===== src/verilog/dtc_pkg.sv =====
package dtc_pkg;
  // Widths of the latency path
  localparam int unsigned LAT_W       = 6;
  localparam int unsigned CK_FIELD_W  = 5;
  // Register byte addresses
  localparam logic [7:0] ADR_MR0      = 8'h00;
  localparam logic [7:0] ADR_MR1      = 8'h04;
  localparam logic [7:0] ADR_MR2      = 8'h08;
  localparam logic [7:0] ADR_LAT      = 8'h0c;
  localparam logic [7:0] ADR_STAT     = 8'h10;
  // Mode and latency register field positions
  localparam int unsigned MR0_BL_LSB  = 0;
  localparam int unsigned MR0_DLL_PD  = 12;
  localparam int unsigned MR1_NOM_HI  = 9;
  localparam int unsigned MR1_NOM_MID = 6;
  localparam int unsigned MR1_NOM_LO  = 2;
  localparam int unsigned MR1_AL_LSB  = 3;
  localparam int unsigned MR2_WR_LSB  = 9;
  localparam int unsigned LAT_CL_LSB  = 0;
  localparam int unsigned LAT_CWL_LSB = 8;
  // Status register bit positions
  localparam int unsigned ST_TERM_ON  = 0;
  localparam int unsigned ST_STR_LSB  = 1;
  localparam int unsigned ST_WR_WIN   = 4;
  localparam int unsigned ST_SYNC     = 5;
  localparam int unsigned ST_DYN_EN   = 6;
  localparam int unsigned ST_CFG_BAD  = 7;
  localparam int unsigned ST_DLL_WR   = 8;
  localparam int unsigned ST_HOLD_ERR = 9;
  // Reset values
  localparam logic [15:0] MR_RST      = 16'h0000;
  localparam logic [4:0]  CL_RST      = 5'h06;
  localparam logic [4:0]  CWL_RST     = 5'h05;
  // Burst length field and additive latency codes
  localparam logic [1:0] BL_FIXED8    = 2'h0;
  localparam logic [1:0] BL_OTF       = 2'h1;
  localparam logic [1:0] BL_FIXED4    = 2'h2;
  localparam logic [1:0] AL_ZERO      = 2'h0;
  localparam logic [1:0] AL_CL_M1     = 2'h1;
  localparam logic [1:0] AL_CL_M2     = 2'h2;
  // Latency figures in clock cycles
  localparam logic [7:0] WL_OFFSET    = 8'h02;
  localparam logic [7:0] HOLD_CHOP    = 8'h04;
  localparam logic [7:0] HOLD_FULL    = 8'h06;
  localparam logic [7:0] LAT_MIN      = 8'h01;
  localparam logic [7:0] LAT_MAX      = 8'(2 ** LAT_W - 1) - HOLD_FULL;
  // Strength change skew in tenths of a clock, rounded up to cycles
  localparam int unsigned SKEW_NOM_TENTHS = 5;
  localparam int unsigned SKEW_TOL_TENTHS = 2;
  localparam int unsigned TENTHS_PER_CK   = 10;
  localparam logic [1:0]  SKEW_CYCLES     =
    2'((SKEW_NOM_TENTHS + SKEW_TOL_TENTHS + TENTHS_PER_CK - 1) / TENTHS_PER_CK);
  localparam logic [2:0]  HOLD_CNT_MAX    = 3'h7;
  // Termination strength as a divisor of the reference resistor
  typedef enum logic [2:0] {
    STR_OFF, STR_DIV4, STR_DIV2, STR_DIV6, STR_DIV12, STR_DIV8, STR_RESERVED
  } dtc_strength_t;
endpackage : dtc_pkg


===== src/verilog/dtc_sched_if.sv =====
`timescale 1ns/1ps
interface dtc_sched_if #(parameter int unsigned LAT_W = 6);
  logic             ball;
  logic [LAT_W-1:0] ball_sel;
  logic             ball_late;
  logic             wr_evt;
  logic             chop;
  logic [LAT_W-1:0] start_sel;
  logic [LAT_W-1:0] end4_sel;
  logic [LAT_W-1:0] end6_sel;
  logic             switch_evt;
  logic             return_evt;
  modport ctl (output ball, ball_sel, wr_evt, chop, start_sel, end4_sel, end6_sel,
               input ball_late, switch_evt, return_evt);
  modport dly (input ball, ball_sel, output ball_late);
  modport win (input wr_evt, chop, start_sel, end4_sel, end6_sel, output switch_evt, return_evt);
endinterface : dtc_sched_if


===== src/verilog/dtc_delay_line.sv =====
`timescale 1ns/1ps
module dtc_delay_line #(
  parameter int unsigned DEPTH = 63
) (
  // Clock and reset
  input wire logic clock_i,
  input wire logic rst_b_i,
  // Control ball and tap
  dtc_sched_if.dly sched
);
  logic [DEPTH-1:0] line_q;

  // Shift the sampled control ball one stage per clock
  always_ff @(posedge clock_i or negedge rst_b_i) begin
    if (!rst_b_i) begin
      line_q <= '0;
    end else begin
      line_q <= {line_q[DEPTH-2:0], sched.ball};
    end
  end

  // Tap zero is the live sample; tap n is n clocks old
  always_comb begin
    if (sched.ball_sel == '0) begin
      sched.ball_late = sched.ball;
    end else begin
      sched.ball_late = line_q[sched.ball_sel - 1'b1];
    end
  end
endmodule : dtc_delay_line


===== src/verilog/dtc_write_window.sv =====
`timescale 1ns/1ps
module dtc_write_window #(
  parameter int unsigned DEPTH = 63,
  parameter int unsigned LAT_W = 6
) (
  // Clock and reset
  input wire logic clock_i,
  input wire logic rst_b_i,
  // Write events and switch points
  dtc_sched_if.win sched
);
  logic [DEPTH-1:0] evt_q;
  logic [DEPTH-1:0] chop_q;

  // Pick a stage of a line, tap zero being the live input
  function automatic logic tap_at(input logic [DEPTH-1:0] line, input logic now,
                                  input logic [LAT_W-1:0] sel);
    if (sel == '0) begin
      tap_at = now;
    end else begin
      tap_at = line[sel - 1'b1];
    end
  endfunction : tap_at

  // Each write travels down the line with its burst chop flag
  always_ff @(posedge clock_i or negedge rst_b_i) begin
    if (!rst_b_i) begin
      evt_q  <= '0;
      chop_q <= '0;
    end else begin
      evt_q  <= {evt_q[DEPTH-2:0], sched.wr_evt};
      chop_q <= {chop_q[DEPTH-2:0], sched.chop};
    end
  end

  // Switch and return points; the return tap depends on the burst
  assign sched.switch_evt = tap_at(evt_q, sched.wr_evt, sched.start_sel);
  assign sched.return_evt =
    (tap_at(evt_q, sched.wr_evt, sched.end4_sel) & tap_at(chop_q, sched.chop, sched.end4_sel)) |
    (tap_at(evt_q, sched.wr_evt, sched.end6_sel) & !tap_at(chop_q, sched.chop, sched.end6_sel));
endmodule : dtc_write_window


===== src/verilog/dtc_termination_ctl.sv =====
`timescale 1ns/1ps
module dtc_termination_ctl
  import dtc_pkg::*;
#(
  parameter int unsigned     DEPTH   = 63,
  parameter logic [4:0]      CL_INIT  = dtc_pkg::CL_RST,
  parameter logic [4:0]      CWL_INIT = dtc_pkg::CWL_RST
) (
  // Clock and reset
  input  wire logic                  clock_i,
  input  wire logic                  rst_b_i,
  // Wishbone register slave
  input  wire logic                  wb_cyc_i,
  input  wire logic                  wb_stb_i,
  input  wire logic                  wb_we_i,
  input  wire logic [7:0]            wb_adr_i,
  input  wire logic [3:0]            wb_sel_i,
  input  wire logic [31:0]           wb_dat_i,
  output logic      [31:0]           wb_dat_o,
  output logic                       wb_ack_o,
  // Control ball and commands
  input  wire logic                  term_ctl_i,
  input  wire logic                  wr_cmd_i,
  input  wire logic                  otf_chop_i,
  // Device power and DLL state
  input  wire logic                  cke_i,
  input  wire logic                  self_refresh_i,
  input  wire logic                  power_down_i,
  input  wire logic                  bank_open_i,
  input  wire logic                  dll_locked_i,
  // Termination outputs
  output logic                       term_on_o,
  output dtc_pkg::dtc_strength_t     term_strength_o,
  output logic                       strength_undefined_o,
  output logic                       write_window_o,
  output logic                       sync_mode_o
);
  import dtc_pkg::*;

  // Software visible state
  logic [15:0]     mr0_q;
  logic [15:0]     mr1_q;
  logic [15:0]     mr2_q;
  logic [4:0]      cl_q;
  logic [4:0]      cwl_q;
  logic            hold_err_q;
  logic            ack_q;
  logic [31:0]     rdat_q;
  // Termination state
  logic            term_on_q;
  dtc_strength_t   strength_q;
  dtc_strength_t   strength_d;
  logic            undef_q;
  logic [1:0]      skew_cnt_q;
  logic            win_q;
  logic            sync_q;
  // Control ball hold tracking
  logic            ball_prev_q;
  logic [2:0]      hold_cnt_q;
  logic [2:0]      hold_need_q;
  // Decoded configuration
  dtc_strength_t   nom_str;
  dtc_strength_t   wr_str;
  logic            dyn_en;
  logic            term_en;
  logic            cfg_bad;
  logic            sync_ok;
  logic            chop;
  logic            ball;
  logic [4:0]      al_cyc;
  logic [7:0]      wl;
  logic [7:0]      lat;
  logic            bus_req;
  logic            bus_wr;
  logic            hold_viol;
  logic [31:0]     status;

  dtc_sched_if #(.LAT_W(LAT_W)) sched ();

  // Nominal strength from the three scattered bits
  function automatic dtc_strength_t decode_nominal(input logic [15:0] mr);
    logic [2:0] code;
    code = {mr[MR1_NOM_HI], mr[MR1_NOM_MID], mr[MR1_NOM_LO]};
    case (code)
      3'h0:    decode_nominal = STR_OFF;
      3'h1:    decode_nominal = STR_DIV4;
      3'h2:    decode_nominal = STR_DIV2;
      3'h3:    decode_nominal = STR_DIV6;
      3'h4:    decode_nominal = STR_DIV12;
      3'h5:    decode_nominal = STR_DIV8;
      default: decode_nominal = STR_RESERVED;
    endcase
  endfunction : decode_nominal

  // Write strength from the two-bit field
  function automatic dtc_strength_t decode_write(input logic [15:0] mr);
    case (mr[MR2_WR_LSB +: 2])
      2'h0:    decode_write = STR_OFF;
      2'h1:    decode_write = STR_DIV4;
      2'h2:    decode_write = STR_DIV2;
      default: decode_write = STR_RESERVED;
    endcase
  endfunction : decode_write

  // Byte-lane merge for the 16-bit registers
  function automatic logic [15:0] merge16(input logic [15:0] old, input logic [31:0] wd,
                                          input logic [3:0] sel);
    merge16 = old;
    if (sel[0]) begin
      merge16[7:0] = wd[7:0];
    end
    if (sel[1]) begin
      merge16[15:8] = wd[15:8];
    end
  endfunction : merge16

  // Configuration decode
  assign nom_str = decode_nominal(mr1_q);
  assign wr_str  = decode_write(mr2_q);
  assign dyn_en  = mr2_q[MR2_WR_LSB] | mr2_q[MR2_WR_LSB + 1];
  assign term_en = (nom_str != STR_OFF) | dyn_en;
  // Reserved strengths or additive latency code flag a bad setup
  assign cfg_bad = (nom_str == STR_RESERVED) | (wr_str == STR_RESERVED) |
                   (mr1_q[MR1_AL_LSB +: 2] == 2'h3);

  // Power states in which timing follows the clock
  assign sync_ok = dll_locked_i & term_en & !self_refresh_i &
                   ((cke_i & !power_down_i) |
                    (power_down_i & bank_open_i) |
                    (power_down_i & !bank_open_i & mr0_q[MR0_DLL_PD]));

  // Burst chop: fixed by mode or chosen per command
  assign chop = (mr0_q[MR0_BL_LSB +: 2] == BL_FIXED4) |
                ((mr0_q[MR0_BL_LSB +: 2] == BL_OTF) & otf_chop_i);

  // Additive latency in clocks
  always_comb begin
    case (mr1_q[MR1_AL_LSB +: 2])
      AL_CL_M1: al_cyc = 5'(cl_q - 5'h01);
      AL_CL_M2: al_cyc = 5'(cl_q - 5'h02);
      default:  al_cyc = 5'h00;
    endcase
  end

  // Write latency and the shared on, off and switch latency
  always_comb begin
    wl = 8'(cwl_q) + 8'(al_cyc);
    if (wl < (WL_OFFSET + LAT_MIN)) begin
      lat = LAT_MIN;
    end else if ((wl - WL_OFFSET) > LAT_MAX) begin
      lat = LAT_MAX;
    end else begin
      lat = wl - WL_OFFSET;
    end
  end

  // Ball is masked in self refresh
  assign ball = term_ctl_i & !self_refresh_i;

  // Schedule taps; the ball tap includes the additive latency
  assign sched.ball      = ball;
  assign sched.ball_sel  = lat[LAT_W-1:0];
  assign sched.wr_evt    = wr_cmd_i;
  assign sched.chop      = chop;
  assign sched.start_sel = lat[LAT_W-1:0];
  assign sched.end4_sel  = 6'(lat + HOLD_CHOP);
  assign sched.end6_sel  = 6'(lat + HOLD_FULL);

  dtc_delay_line #(
    .DEPTH   (DEPTH)
  ) u_ball_delay (
    .clock_i (clock_i),
    .rst_b_i (rst_b_i),
    .sched   (sched.dly)
  );

  dtc_write_window #(
    .DEPTH   (DEPTH),
    .LAT_W   (LAT_W)
  ) u_write_window (
    .clock_i (clock_i),
    .rst_b_i (rst_b_i),
    .sched   (sched.win)
  );

  // Bus request decode
  assign bus_req = wb_cyc_i & wb_stb_i & !ack_q;
  assign bus_wr  = bus_req & wb_we_i;

  // Mode register copies
  always_ff @(posedge clock_i or negedge rst_b_i) begin
    if (!rst_b_i) begin
      mr0_q <= MR_RST;
      mr1_q <= MR_RST;
      mr2_q <= MR_RST;
    end else if (bus_wr) begin
      if (wb_adr_i == ADR_MR0) begin
        mr0_q <= merge16(mr0_q, wb_dat_i, wb_sel_i);
      end else if (wb_adr_i == ADR_MR1) begin
        mr1_q <= merge16(mr1_q, wb_dat_i, wb_sel_i);
      end else if (wb_adr_i == ADR_MR2) begin
        mr2_q <= merge16(mr2_q, wb_dat_i, wb_sel_i);
      end
    end
  end

  // Latency register, one byte lane per field
  always_ff @(posedge clock_i or negedge rst_b_i) begin
    if (!rst_b_i) begin
      cl_q  <= CL_INIT;
      cwl_q <= CWL_INIT;
    end else if (bus_wr && (wb_adr_i == ADR_LAT)) begin
      if (wb_sel_i[0]) begin
        cl_q <= wb_dat_i[LAT_CL_LSB +: CK_FIELD_W];
      end
      if (wb_sel_i[1]) begin
        cwl_q <= wb_dat_i[LAT_CWL_LSB +: CK_FIELD_W];
      end
    end
  end

  // Live status word
  always_comb begin
    status                           = 32'h0000_0000;
    status[ST_TERM_ON]               = term_on_q;
    status[ST_STR_LSB +: 3]          = strength_q;
    status[ST_WR_WIN]                = win_q;
    status[ST_SYNC]                  = sync_q;
    status[ST_DYN_EN]                = dyn_en;
    status[ST_CFG_BAD]               = cfg_bad;
    status[ST_DLL_WR]                = dyn_en & !dll_locked_i;
    status[ST_HOLD_ERR]              = hold_err_q;
  end

  // Read data and acknowledge; unmapped addresses read zero
  always_ff @(posedge clock_i or negedge rst_b_i) begin
    if (!rst_b_i) begin
      ack_q  <= 1'b0;
      rdat_q <= 32'h0000_0000;
    end else begin
      ack_q <= bus_req;
      if (bus_req && !wb_we_i) begin
        if (wb_adr_i == ADR_MR0) begin
          rdat_q <= {16'h0000, mr0_q};
        end else if (wb_adr_i == ADR_MR1) begin
          rdat_q <= {16'h0000, mr1_q};
        end else if (wb_adr_i == ADR_MR2) begin
          rdat_q <= {16'h0000, mr2_q};
        end else if (wb_adr_i == ADR_LAT) begin
          rdat_q <= {19'h0, cwl_q, 3'h0, cl_q};
        end else if (wb_adr_i == ADR_STAT) begin
          rdat_q <= status;
        end else begin
          rdat_q <= 32'h0000_0000;
        end
      end
    end
  end

  // Hold time check on the control ball
  assign hold_viol = ball_prev_q & !ball & (hold_cnt_q < hold_need_q);

  // Count clocks since the ball rose or a write was taken with it high
  always_ff @(posedge clock_i or negedge rst_b_i) begin
    if (!rst_b_i) begin
      ball_prev_q <= 1'b0;
      hold_cnt_q  <= 3'h0;
      hold_need_q <= 3'h0;
    end else begin
      ball_prev_q <= ball;
      if (ball && wr_cmd_i) begin
        hold_cnt_q  <= 3'h1;
        hold_need_q <= chop ? 3'(HOLD_CHOP) : 3'(HOLD_FULL);
      end else if (ball && !ball_prev_q) begin
        hold_cnt_q  <= 3'h1;
        hold_need_q <= 3'(HOLD_CHOP);
      end else if (ball && (hold_cnt_q != HOLD_CNT_MAX)) begin
        hold_cnt_q  <= 3'(hold_cnt_q + 3'h1);
      end
    end
  end

  // Sticky hold error; a new error beats a clear in the same cycle
  always_ff @(posedge clock_i or negedge rst_b_i) begin
    if (!rst_b_i) begin
      hold_err_q <= 1'b0;
    end else if (hold_viol) begin
      hold_err_q <= 1'b1;
    end else if (bus_wr && (wb_adr_i == ADR_STAT) && wb_sel_i[1] && wb_dat_i[ST_HOLD_ERR]) begin
      hold_err_q <= 1'b0;
    end
  end

  // Write window: a new switch point beats a return in the same cycle
  always_ff @(posedge clock_i or negedge rst_b_i) begin
    if (!rst_b_i) begin
      win_q <= 1'b0;
    end else if (sched.switch_evt && dyn_en) begin
      win_q <= 1'b1;
    end else if (sched.return_evt || !dyn_en) begin
      win_q <= 1'b0;
    end
  end

  // Strength chosen for the next cycle
  always_comb begin
    if (sched.switch_evt && dyn_en) begin
      strength_d = wr_str;
    end else if (win_q && !sched.return_evt && dyn_en) begin
      strength_d = wr_str;
    end else begin
      strength_d = nom_str;
    end
  end

  // Termination timing from the delayed ball, independent of writes
  always_ff @(posedge clock_i or negedge rst_b_i) begin
    if (!rst_b_i) begin
      term_on_q  <= 1'b0;
      strength_q <= STR_OFF;
      sync_q     <= 1'b0;
    end else begin
      sync_q     <= sync_ok;
      term_on_q  <= sync_ok & sched.ball_late;
      strength_q <= strength_d;
    end
  end

  // Skew window around each strength change point
  always_ff @(posedge clock_i or negedge rst_b_i) begin
    if (!rst_b_i) begin
      skew_cnt_q <= 2'h0;
      undef_q    <= 1'b0;
    end else if (dyn_en && (sched.switch_evt || sched.return_evt)) begin
      skew_cnt_q <= SKEW_CYCLES;
      undef_q    <= 1'b1;
    end else begin
      skew_cnt_q <= (skew_cnt_q != 2'h0) ? 2'(skew_cnt_q - 2'h1) : 2'h0;
      undef_q    <= (skew_cnt_q > 2'h1);
    end
  end

  // Outputs straight from flip-flops
  assign wb_ack_o             = ack_q;
  assign wb_dat_o             = rdat_q;
  assign term_on_o            = term_on_q;
  assign term_strength_o      = strength_q;
  assign strength_undefined_o = undef_q;
  assign write_window_o       = win_q;
  assign sync_mode_o          = sync_q;
endmodule : dtc_termination_ctl


===== config.mk =====
export PLATFORM = sky130hd
export DESIGN_NAME = dtc_termination_ctl
export DESIGN_NICKNAME = d
export VERILOG_FILES = /design/src/verilog/dtc_pkg.sv /design/src/verilog/dtc_sched_if.sv /design/src/verilog/dtc_delay_line.sv /design/src/verilog/dtc_write_window.sv /design/src/verilog/dtc_termination_ctl.sv
export SDC_FILE = /design/constraint.sdc
export NUM_CORES = 1
export LEC_CHECK = 0
export BUFFER_PORTS_ARGS = -buffer_cell sky130_fd_sc_hd__buf_2
export CORE_MARGIN = 2
export CORE_UTILIZATION = 42
export DETAILED_ROUTE_END_ITERATION = 10
export PLACE_DENSITY = 0.63
export SYNTH_ARGS = -nofsm -noshare
export SYNTH_HDL_FRONTEND = slang
export SYNTH_SLANG_ARGS = --single-unit

===== constraint.sdc =====
create_clock -name clock_i -period 19.7 [get_ports clock_i]
set_clock_uncertainty 0.2 [all_clocks]
set_input_delay 3.94 -clock clock_i [delete_from_list [all_inputs] [get_ports clock_i]]
set_output_delay 3.94 -clock clock_i [all_outputs]
set_load 0.01 [all_outputs]

=== After elaboration in Yosys (flattened, before gate mapping) ===
Cells that the tools add are included.

* Eq/ne operators: 19
* Magnitude comparators: 7
* Bitwise operators: 28
* Multiplexer cells: 43
* Add/sub/neg operators: 11
* Reductions and logical operators: 45

{| class="wikitable"
|+ Operators by type and width
! operator !! number
|-
| two-way mux 16 bit || 3
|-
| binary-select mux 1 bit (select 6 bit) || 6
|-
| less-than comparator 6 x 7 -> 1 bit, second input constant || 3
|-
| two-way mux 3 bit || 7
|-
| bitwise AND 1 bit || 18
|-
| zero test 6 bit || 3
|-
| one-hot mux 3 bit (6 select lines) || 1
|-
| subtractor 6 x 1 -> 6 bit, second input constant || 3
|-
| two-way mux 1 bit || 17
|-
| equality test 8 x 4 -> 1 bit, second input constant || 2
|-
| two-way mux 13 bit || 1
|-
| adder 6 x 3 -> 6 bit, second input constant || 2
|-
| equality test 3 bit, second input constant || 4
|-
| logical AND 1 bit || 12
|-
| two-way mux 6 bit || 2
|-
| zero test 1 bit || 11
|-
| two-way mux 10 bit || 1
|-
| one-hot mux 5 bit (2 select lines) || 1
|-
| AND reduction 5 bit || 2
|-
| one-hot mux 3 bit (3 select lines) || 1
|-
| equality test 2 bit, second input constant || 4
|-
| equality test 8 x 3 -> 1 bit, second input constant || 1
|-
| equality test 8 x 5 -> 1 bit, second input constant || 1
|-
| greater-than comparator 8 x 6 -> 1 bit, second input constant || 1
|-
| 25 further kinds || 46
|}

* Logic and storage cells: 176
* Input bits: 57
* Flip-flop bits (word level): 297
* Output and inout bits: 40

=== Depth between registers and ports, before layout ===
* Depth after elaboration: 20
* Mapped depth: 31
* Gate-level depth less buffers: 26

=== Cells and area by module ===
A second synthesis with hierarchy kept.

* Cell total of the unflattened synthesis: 1079
* Area, all modules: 13265.2 um^2

{| class="wikitable"
|+ By module, submodules not included
! module !! instances !! area each (um^2) !! cells an instance
|-
| dtc_write_window || 1 || 5844.4 || 474
|-
| dtc_termination_ctl || 1 || 5051.1 || 455
|-
| dtc_delay_line || 1 || 2369.8 || 150
|}

=== Least setup slack after synthesis ===
OpenSTA, ideal clock, no wires.

* Path kind: register to register
* From: reg cl_q[1]
* To: reg strength_q[2] (netlist: term_strength_o[2])
* Period minus slack after synthesis: 6.630 ns
* Cell stages (with the launch flop): 29
* Arrival: 6.298 ns
* Slack: 13.070 ns
* Required time: 19.369 ns
* Cells stage by stage: dfstp_2 > inv_1 > ha_1 > nand2b_1 > a21o_1 > fa_1 > xor2_2 > ha_1 > inv_1 > nand3_1 > nor2_1 > o31ai_4 > o21ai_4 > inv_4 > buf_12 > buf_12 > buf_6 > ha_1 > clkbuf_1 > clkbuf_1 > buf_1 > clkbuf_1 > o211ai_1 > a311oi_1 > a32oi_1 > a31oi_1 > o221ai_2 > o2111a_1 > or3_1

* Word-level cells in the longest chain between the ends: 20
* Elaborated cells between the ends (all ways): 42
* Those cells by class: 9 x add/sub; 2 x order compare; 20 x mux; 3 x bitwise; 8 x reduce/logical

{| class="wikitable"
|+ Ends and longest elaborated chain
! item !! line !! text
|-
| from (decl) || dtc_termination_ctl.sv:44 || <nowiki>logic [4:0] cl_q;</nowiki>
|-
| from (signal assigned) || dtc_termination_ctl.sv:214 || <nowiki>cl_q <= wb_dat_i[LAT_CL_LSB +: CK_FIELD_W];</nowiki>
|-
| subtractor 5 x 2 -> 5 bit / subtractor 5 x 1 -> 5 bit (equally long branches) || dtc_termination_ctl.sv:140, dtc_termination_ctl.sv:139 ||
|-
| one-hot mux 5 bit (2 select lines) * || dtc_termination_ctl.sv:138 || <nowiki>case (mr1_q[MR1_AL_LSB +: 2])</nowiki>
|-
| adder 5 x 5 -> 6 bit * || dtc_termination_ctl.sv:147 || <nowiki>wl = 8'(cwl_q) + 8'(al_cyc);</nowiki>
|-
| subtractor 6 x 2 -> 7 bit || dtc_termination_ctl.sv:153 || <nowiki>lat = wl - WL_OFFSET;</nowiki>
|-
| greater-than comparator 8 x 6 -> 1 bit || dtc_termination_ctl.sv:150 || <nowiki>end else if ((wl - WL_OFFSET) > LAT_MAX) begin</nowiki>
|-
| two-way mux 6 bit || dtc_termination_ctl.sv:150 ||
|-
| two-way mux 6 bit * || dtc_termination_ctl.sv:148 || <nowiki>if (wl < (WL_OFFSET + LAT_MIN)) begin</nowiki>
|-
| adder 6 x 3 -> 6 bit || dtc_termination_ctl.sv:167 || <nowiki>assign sched.end6_sel = 6'(lat + HOLD_FULL);</nowiki>
|-
| (+4 left out) || -- ||
|-
| zero test 1 bit || dtc_write_window.sv:40 || <nowiki>(tap_at(evt_q, sched.wr_evt, sched.end6_sel) & !tap_at(chop_q, sched.chop, sched.end6_sel));</nowiki>
|-
| bitwise AND 1 bit || dtc_write_window.sv:40 ||
|-
| OR 1 bit || dtc_write_window.sv:39 || <nowiki>(tap_at(evt_q, sched.wr_evt, sched.end4_sel) & tap_at(chop_q, sched.chop, sched.end4_sel)) |</nowiki>
|-
| zero test 1 bit || dtc_termination_ctl.sv:309 || <nowiki>end else if (win_q && !sched.return_evt && dyn_en) begin</nowiki>
|-
| logical AND 1 bit (2 in series) || dtc_termination_ctl.sv:309 ||
|-
| two-way mux 3 bit || dtc_termination_ctl.sv:309 ||
|-
| two-way mux 3 bit * || dtc_termination_ctl.sv:307 || <nowiki>if (sched.switch_evt && dyn_en) begin</nowiki>
|-
| net strength_d[2] || dtc_termination_ctl.sv:52 || <nowiki>dtc_strength_t strength_d;</nowiki>
|-
| to (signal assigned) || dtc_termination_ctl.sv:325 || <nowiki>strength_q <= strength_d;</nowiki>
|-
| to (decl) || dtc_termination_ctl.sv:51 || <nowiki>dtc_strength_t strength_q;</nowiki>
|}

Mark *: on every way through the listed nets, which the timed path passes. The rest lies on a longest branch. The select of a mux whose other input is x is not followed.
A chain may end at the register's enable or synchronous reset.

=== Worst setup path in the final report ===
Same ends and word-level chain as after synthesis.

==> flow_summary.yaml <==
pwr:
  cellPowerDensity_nw_per_um2: 87.0
  power_switching_share_pct: 22.0
  p_int_mw: 1.02
  power_frac_seq_pct: 46.2
  leak_pwr_nw: 6.76
  comb_pwr_share_pct: 5.8
  clockPowerShare_pct: 48.0
  worst_ir_drop_vdd_mv: 0.0578
  switchingPower_mw: 0.286
logic_synthesis:
  synth_async_sr_flop_share_pct: 100
  postSynthCellCount: 1059
  yosys_most_used_dff: "sky130_fd_sc_hd__dfrtp_1"
  synth-warning-count: 0
  netlist_area_um2: 13200
  synth.ff_latch_count: 279
  post_synth_num_cell_types: 91
  ys_seq_area_share_pct: 53.0
  avgSynthCellArea_um2: 12.4
  number_of_synthesized_flops_with_an_enable_pin: 0
timing:
  layout_setup_ws_ns: 11.70
  final_setup_viols: 0
  rsz0062_at_grt: "no"
  clock.fmax_mhz: 125
  finalCriticalPeriod_ns: 8.00
  finalHoldViolCount: 0
  max_transition_margin_pct: 29.4
  finalMaxSlewViolations: 0
  final_min_period_over_clock_period_pct: 40.6
  setup_tns_final_ns: 0
  hold_slack_ns: 0.169
  worstMarginPinSlew_ns: 1.06
global_routing:
  globalRoute.busiestLayer: "met2"
  grt_start_max_net_pins: 191
  antenna_found_initial: 0
  vias_in_the_first_global_route: 8832
  grt_remaining_overflow: 0
  grt_pass1_wl_um: 48500
  grt_util_met3_pct: 2.68
  global_route.usage.met2_pct: 28.9
  grtUsageTotal_pct: 18.2
  met1_track_demand_over_resource_in_global_routing_pct: 26.5
min_path:
  worst_hold_path.num_cells: 0
  hold_path.startpoint: "u_ball_delay.line_q[55]"
  hold_end: "u_ball_delay.line_q[56]"
  hold_path.class: "reg -> reg"
flow_run:
  maximum_capacitance_violations: 0
critical_path:
  critical_path.reg2reg.endpoint: "term_strength_o[2]"
  setup.worst_path.start_class: "flip-flop"
  reg2reg_setup_slack_ns: 11.70
  worstSetupStartpoint: "cl_q[1]"
  path_buf_inv: 5
  worstReg2RegStart: "cl_q[1]"
  stage_delay_of_the_slowest_cell_on_the_critical_path_ns: 0.64
  worst_setup_path_end_kind: "flip-flop"
  gate_family_responsible_for_the_most_delay_along_the_worst_path: "buffers and inverters"
  cp.required_ns: 19.92
  cp_cell_sequence: "inv_1, ha_1, nand2b_1, a21o_1, fa_1, nand2b_1, o2bb2ai_2, xnor2_2, nor3_2, o31ai_4, o21ai_4, inv_4, ha_1, buf_4, clkinv_1, buf_4, mux4_2, nand3_1, nand4_1, a31oi_1, o221ai_2, o2111a_1, or3_1"
  critical_path.max_fanout: 52
  cp_data_arrival_time_ns: 8.22
  critPathSlowestCell: "sky130_fd_sc_hd__clkinv_1"
  start_to_end_type_of_the_worst_setup_path: "reg -> reg"
  worst-r2r-cell-count: 23
drt:
  initialDrtViolationCount: 828
  wl_per_cell_um: 19.2
  vias: 8790
  route.final.wire_length_um: 29700
  drt-vias-per-instance: 5.68
  drc: 0
  dr.pass1.iters: 6
  antenna_violating_nets_post_route: 0
finish:
  design_area_um2: 15000
  antenna_diode_instance_count: 0
  final_layout_size_suffix_gt1_share_pct: 23.4
  relative_area_change_from_synthesis_to_final_layout_pct: 13.6
  num-fill-cells: 2741
  final_net_count: 1213
floorplan:
  io_pins: 97
  dieArea_um2: 32800
  fp.dieW_um: 181
  placement_rows: 64
  design.core.area_um2: 30700
  dieHeight_um: 181
  floorplan.initialDensity_pct: 42.8
cts:
  clkSinkCount: 279
  clock_tree.root_cell: "sky130_fd_sc_hd__clkbuf_16"
  count_of_buffers_added_by_post_cts_timing_repair_for_setup: 0
  cts.htree.levels: 1
  clock_path_buffers: 3
  clk_pin_slew_ns: 0.06
  cts_tree: "yes"
  postCtsHoldBufs: 0
  cts_made_buffers: 30
  clkLatencyLatePin_ns: 0.55
  post_cts.resized_instances: 0
placed_design:
  place_hpwl_um: 19900
  place_ws_ns: 11.66
  dpl_cell_area_um2: 13800
  io_buffer_count: 62
  place.gp.congestion: 0.841
outcome:
  status: "finished clean"
cell usage after synthesis (all sizes together) (4+ instances only):
| cell | count | area share [%] |
|---|---|---|
| nand3 | 37 | 1.4 |
| and2 | 4 | 0.19 |
| buf | 29 | 1.8 |
| o21a | 7 | 0.40 |
| mux2 | 66 | 5.6 |
| ha | 26 | 2.5 |
| nand3b | 11 | 0.63 |
| nor4 | 5 | 0.24 |
| o221ai | 8 | 0.58 |
| nand2 | 107 | 3.0 |
| o21ai | 41 | 1.7 |
| nor2 | 46 | 1.3 |
| nor3 | 15 | 0.61 |
| dfstp | 4 | 0.80 |
| o31ai | 5 | 0.47 |
| nor2b | 4 | 0.19 |
| xor2 | 11 | 0.90 |
| a21oi | 33 | 1.3 |
| dfrtp | 275 | 52 |
| inv | 45 | 1.3 |
| clkbuf | 24 | 0.68 |
| nand2b | 10 | 0.48 |
| nand4 | 6 | 0.29 |
| o211ai | 18 | 1.1 |
| nor3b | 12 | 0.72 |
| a31oi | 17 | 0.81 |
| or2 | 6 | 0.29 |
| mux4 | 51 | 8.8 |
| mux2i | 44 | 3.3 |
| a22o | 4 | 0.27 |
| a211oi | 8 | 0.49 |
| xnor2 | 10 | 0.86 |
| and3 | 9 | 0.43 |
| a32oi | 4 | 0.27 |
metrics by stage:
stage	utilization (%)	instances	power (mW)
2_1_floorplan	-	1074	0.653
3_3_place_gp	45.0	1493	0.685
3_5_place_dp	45.0	1493	0.687
4_1_cts	48.7	1548	1.32
5_1_grt	48.7	1548	1.35
6_report	48.7	1548	1.30
sequential cells by signal, indices dropped and copies added (netlist names):
| signal | flops |
|---|---|
| cl_q | 5 |
| write_window_o | 1 |
| strength_undefined_o | 1 |
| term_strength_o | 3 |
| wb_dat_o | 16 |
| term_on_o | 1 |
| u_ball_delay.line_q | 63 |
| hold_cnt_q | 3 |
| skew_cnt_q | 2 |
| mr1_q | 16 |
| mr0_q | 16 |
| hold_err_q | 1 |
| u_write_window.evt_q | 63 |
| sync_mode_o | 1 |
| u_write_window.chop_q | 63 |
| cwl_q | 5 |
| wb_ack_o | 1 |
| hold_need_q | 2 |
| mr2_q | 16 |
kinds of logic (layout without fill, tap and decap cells):
family | after synthesis | after routing | share of synthesized area [%]
buffers and inverters | 99 | 177 | 3.79
adder cells (fa/ha/maj) | 27 | 27 | 2.62
other | 1 | 16 | 0.0285
flip-flops | 279 | 279 | 53.0
AND/OR/NAND/NOR | 280 | 280 | 10.3
XOR/XNOR | 21 | 21 | 1.77
AO/OA/AOI/OAI | 191 | 191 | 10.7
multiplexers | 161 | 161 | 17.8
cell usage in the layout, fill, tap and decap left out, types with 4 or more instances in the layout:
cell type,count
sky130_fd_sc_hd__o21a_1,7
sky130_fd_sc_hd__xor2_1,8
sky130_fd_sc_hd__a211oi_1,7
sky130_fd_sc_hd__dfstp_2,4
sky130_fd_sc_hd__buf_2,61
sky130_fd_sc_hd__nor2b_1,4
sky130_fd_sc_hd__bufinv_16,7
sky130_fd_sc_hd__a31oi_1,17
sky130_fd_sc_hd__mux4_2,48
sky130_fd_sc_hd__conb_1,16
sky130_fd_sc_hd__nand4_1,6
sky130_fd_sc_hd__a21oi_1,33
sky130_fd_sc_hd__o211ai_1,16
sky130_fd_sc_hd__nor3_1,14
sky130_fd_sc_hd__a22o_1,4
sky130_fd_sc_hd__and2_1,4
sky130_fd_sc_hd__nand3_1,37
sky130_fd_sc_hd__ha_1,26
sky130_fd_sc_hd__nand2b_1,10
sky130_fd_sc_hd__a32oi_1,4
sky130_fd_sc_hd__o221ai_1,7
sky130_fd_sc_hd__dfrtp_1,275
sky130_fd_sc_hd__inv_1,44
sky130_fd_sc_hd__clkbuf_16,31
sky130_fd_sc_hd__nor4_1,5
sky130_fd_sc_hd__nor3b_1,11
sky130_fd_sc_hd__nor2_1,46
sky130_fd_sc_hd__o21ai_0,37
sky130_fd_sc_hd__xnor2_1,7
sky130_fd_sc_hd__mux2i_1,44
sky130_fd_sc_hd__or2_2,4
sky130_fd_sc_hd__mux2_2,64
sky130_fd_sc_hd__nand3b_1,11
sky130_fd_sc_hd__buf_4,13
sky130_fd_sc_hd__clkbuf_8,5
sky130_fd_sc_hd__nand2_1,107
sky130_fd_sc_hd__and3_1,9
sky130_fd_sc_hd__clkbuf_1,4
sky130_fd_sc_hd__clkinv_2,6
worst max path at each step:
stage               cells past startpoint  slack (ns)                  to
finish                                 23       11.70  term_strength_o[2]
global route                           25       11.09  term_strength_o[2]
floorplan                              28       13.07  term_strength_o[2]
CTS                                    24       11.60  term_strength_o[2]
detailed placement                     24       11.66  term_strength_o[2]
global placement                       24       11.74  term_strength_o[2]
final cells by class:
type / instances / area, µm² / area share (%)
clock buffers: 40 / 860 / 5.75
clock inverters: 15 / 258 / 1.72
inverters: 46 / 175 / 1.17
multi-input cells: 696 / 5750 / 38.4
flip-flops and latches: 279 / 6990 / 46.7
well taps: 396 / 495 / 3.31
repair buffers: 76 / 438 / 2.93
power by group through the flow:
stage | combinational [mW] | sequential [mW] | clock [mW]
final | 0.0752 | 0.601 | 0.625
after CTS | 0.0763 | 0.601 | 0.639
after global routing | 0.0831 | 0.603 | 0.665
after floorplan | 0.0448 | 0.609 | 0
after detailed placement | 0.0758 | 0.611 | 0
after global placement | 0.0750 | 0.610 | 0
per-layer routing:
metal  wire (µm)  part of all wire [%]
met5           0                     0
met4         766                   2.6
met3        1560                   5.3
met2       13600                    46
met1       13700                    46
(Power assumes the default switching activity.)
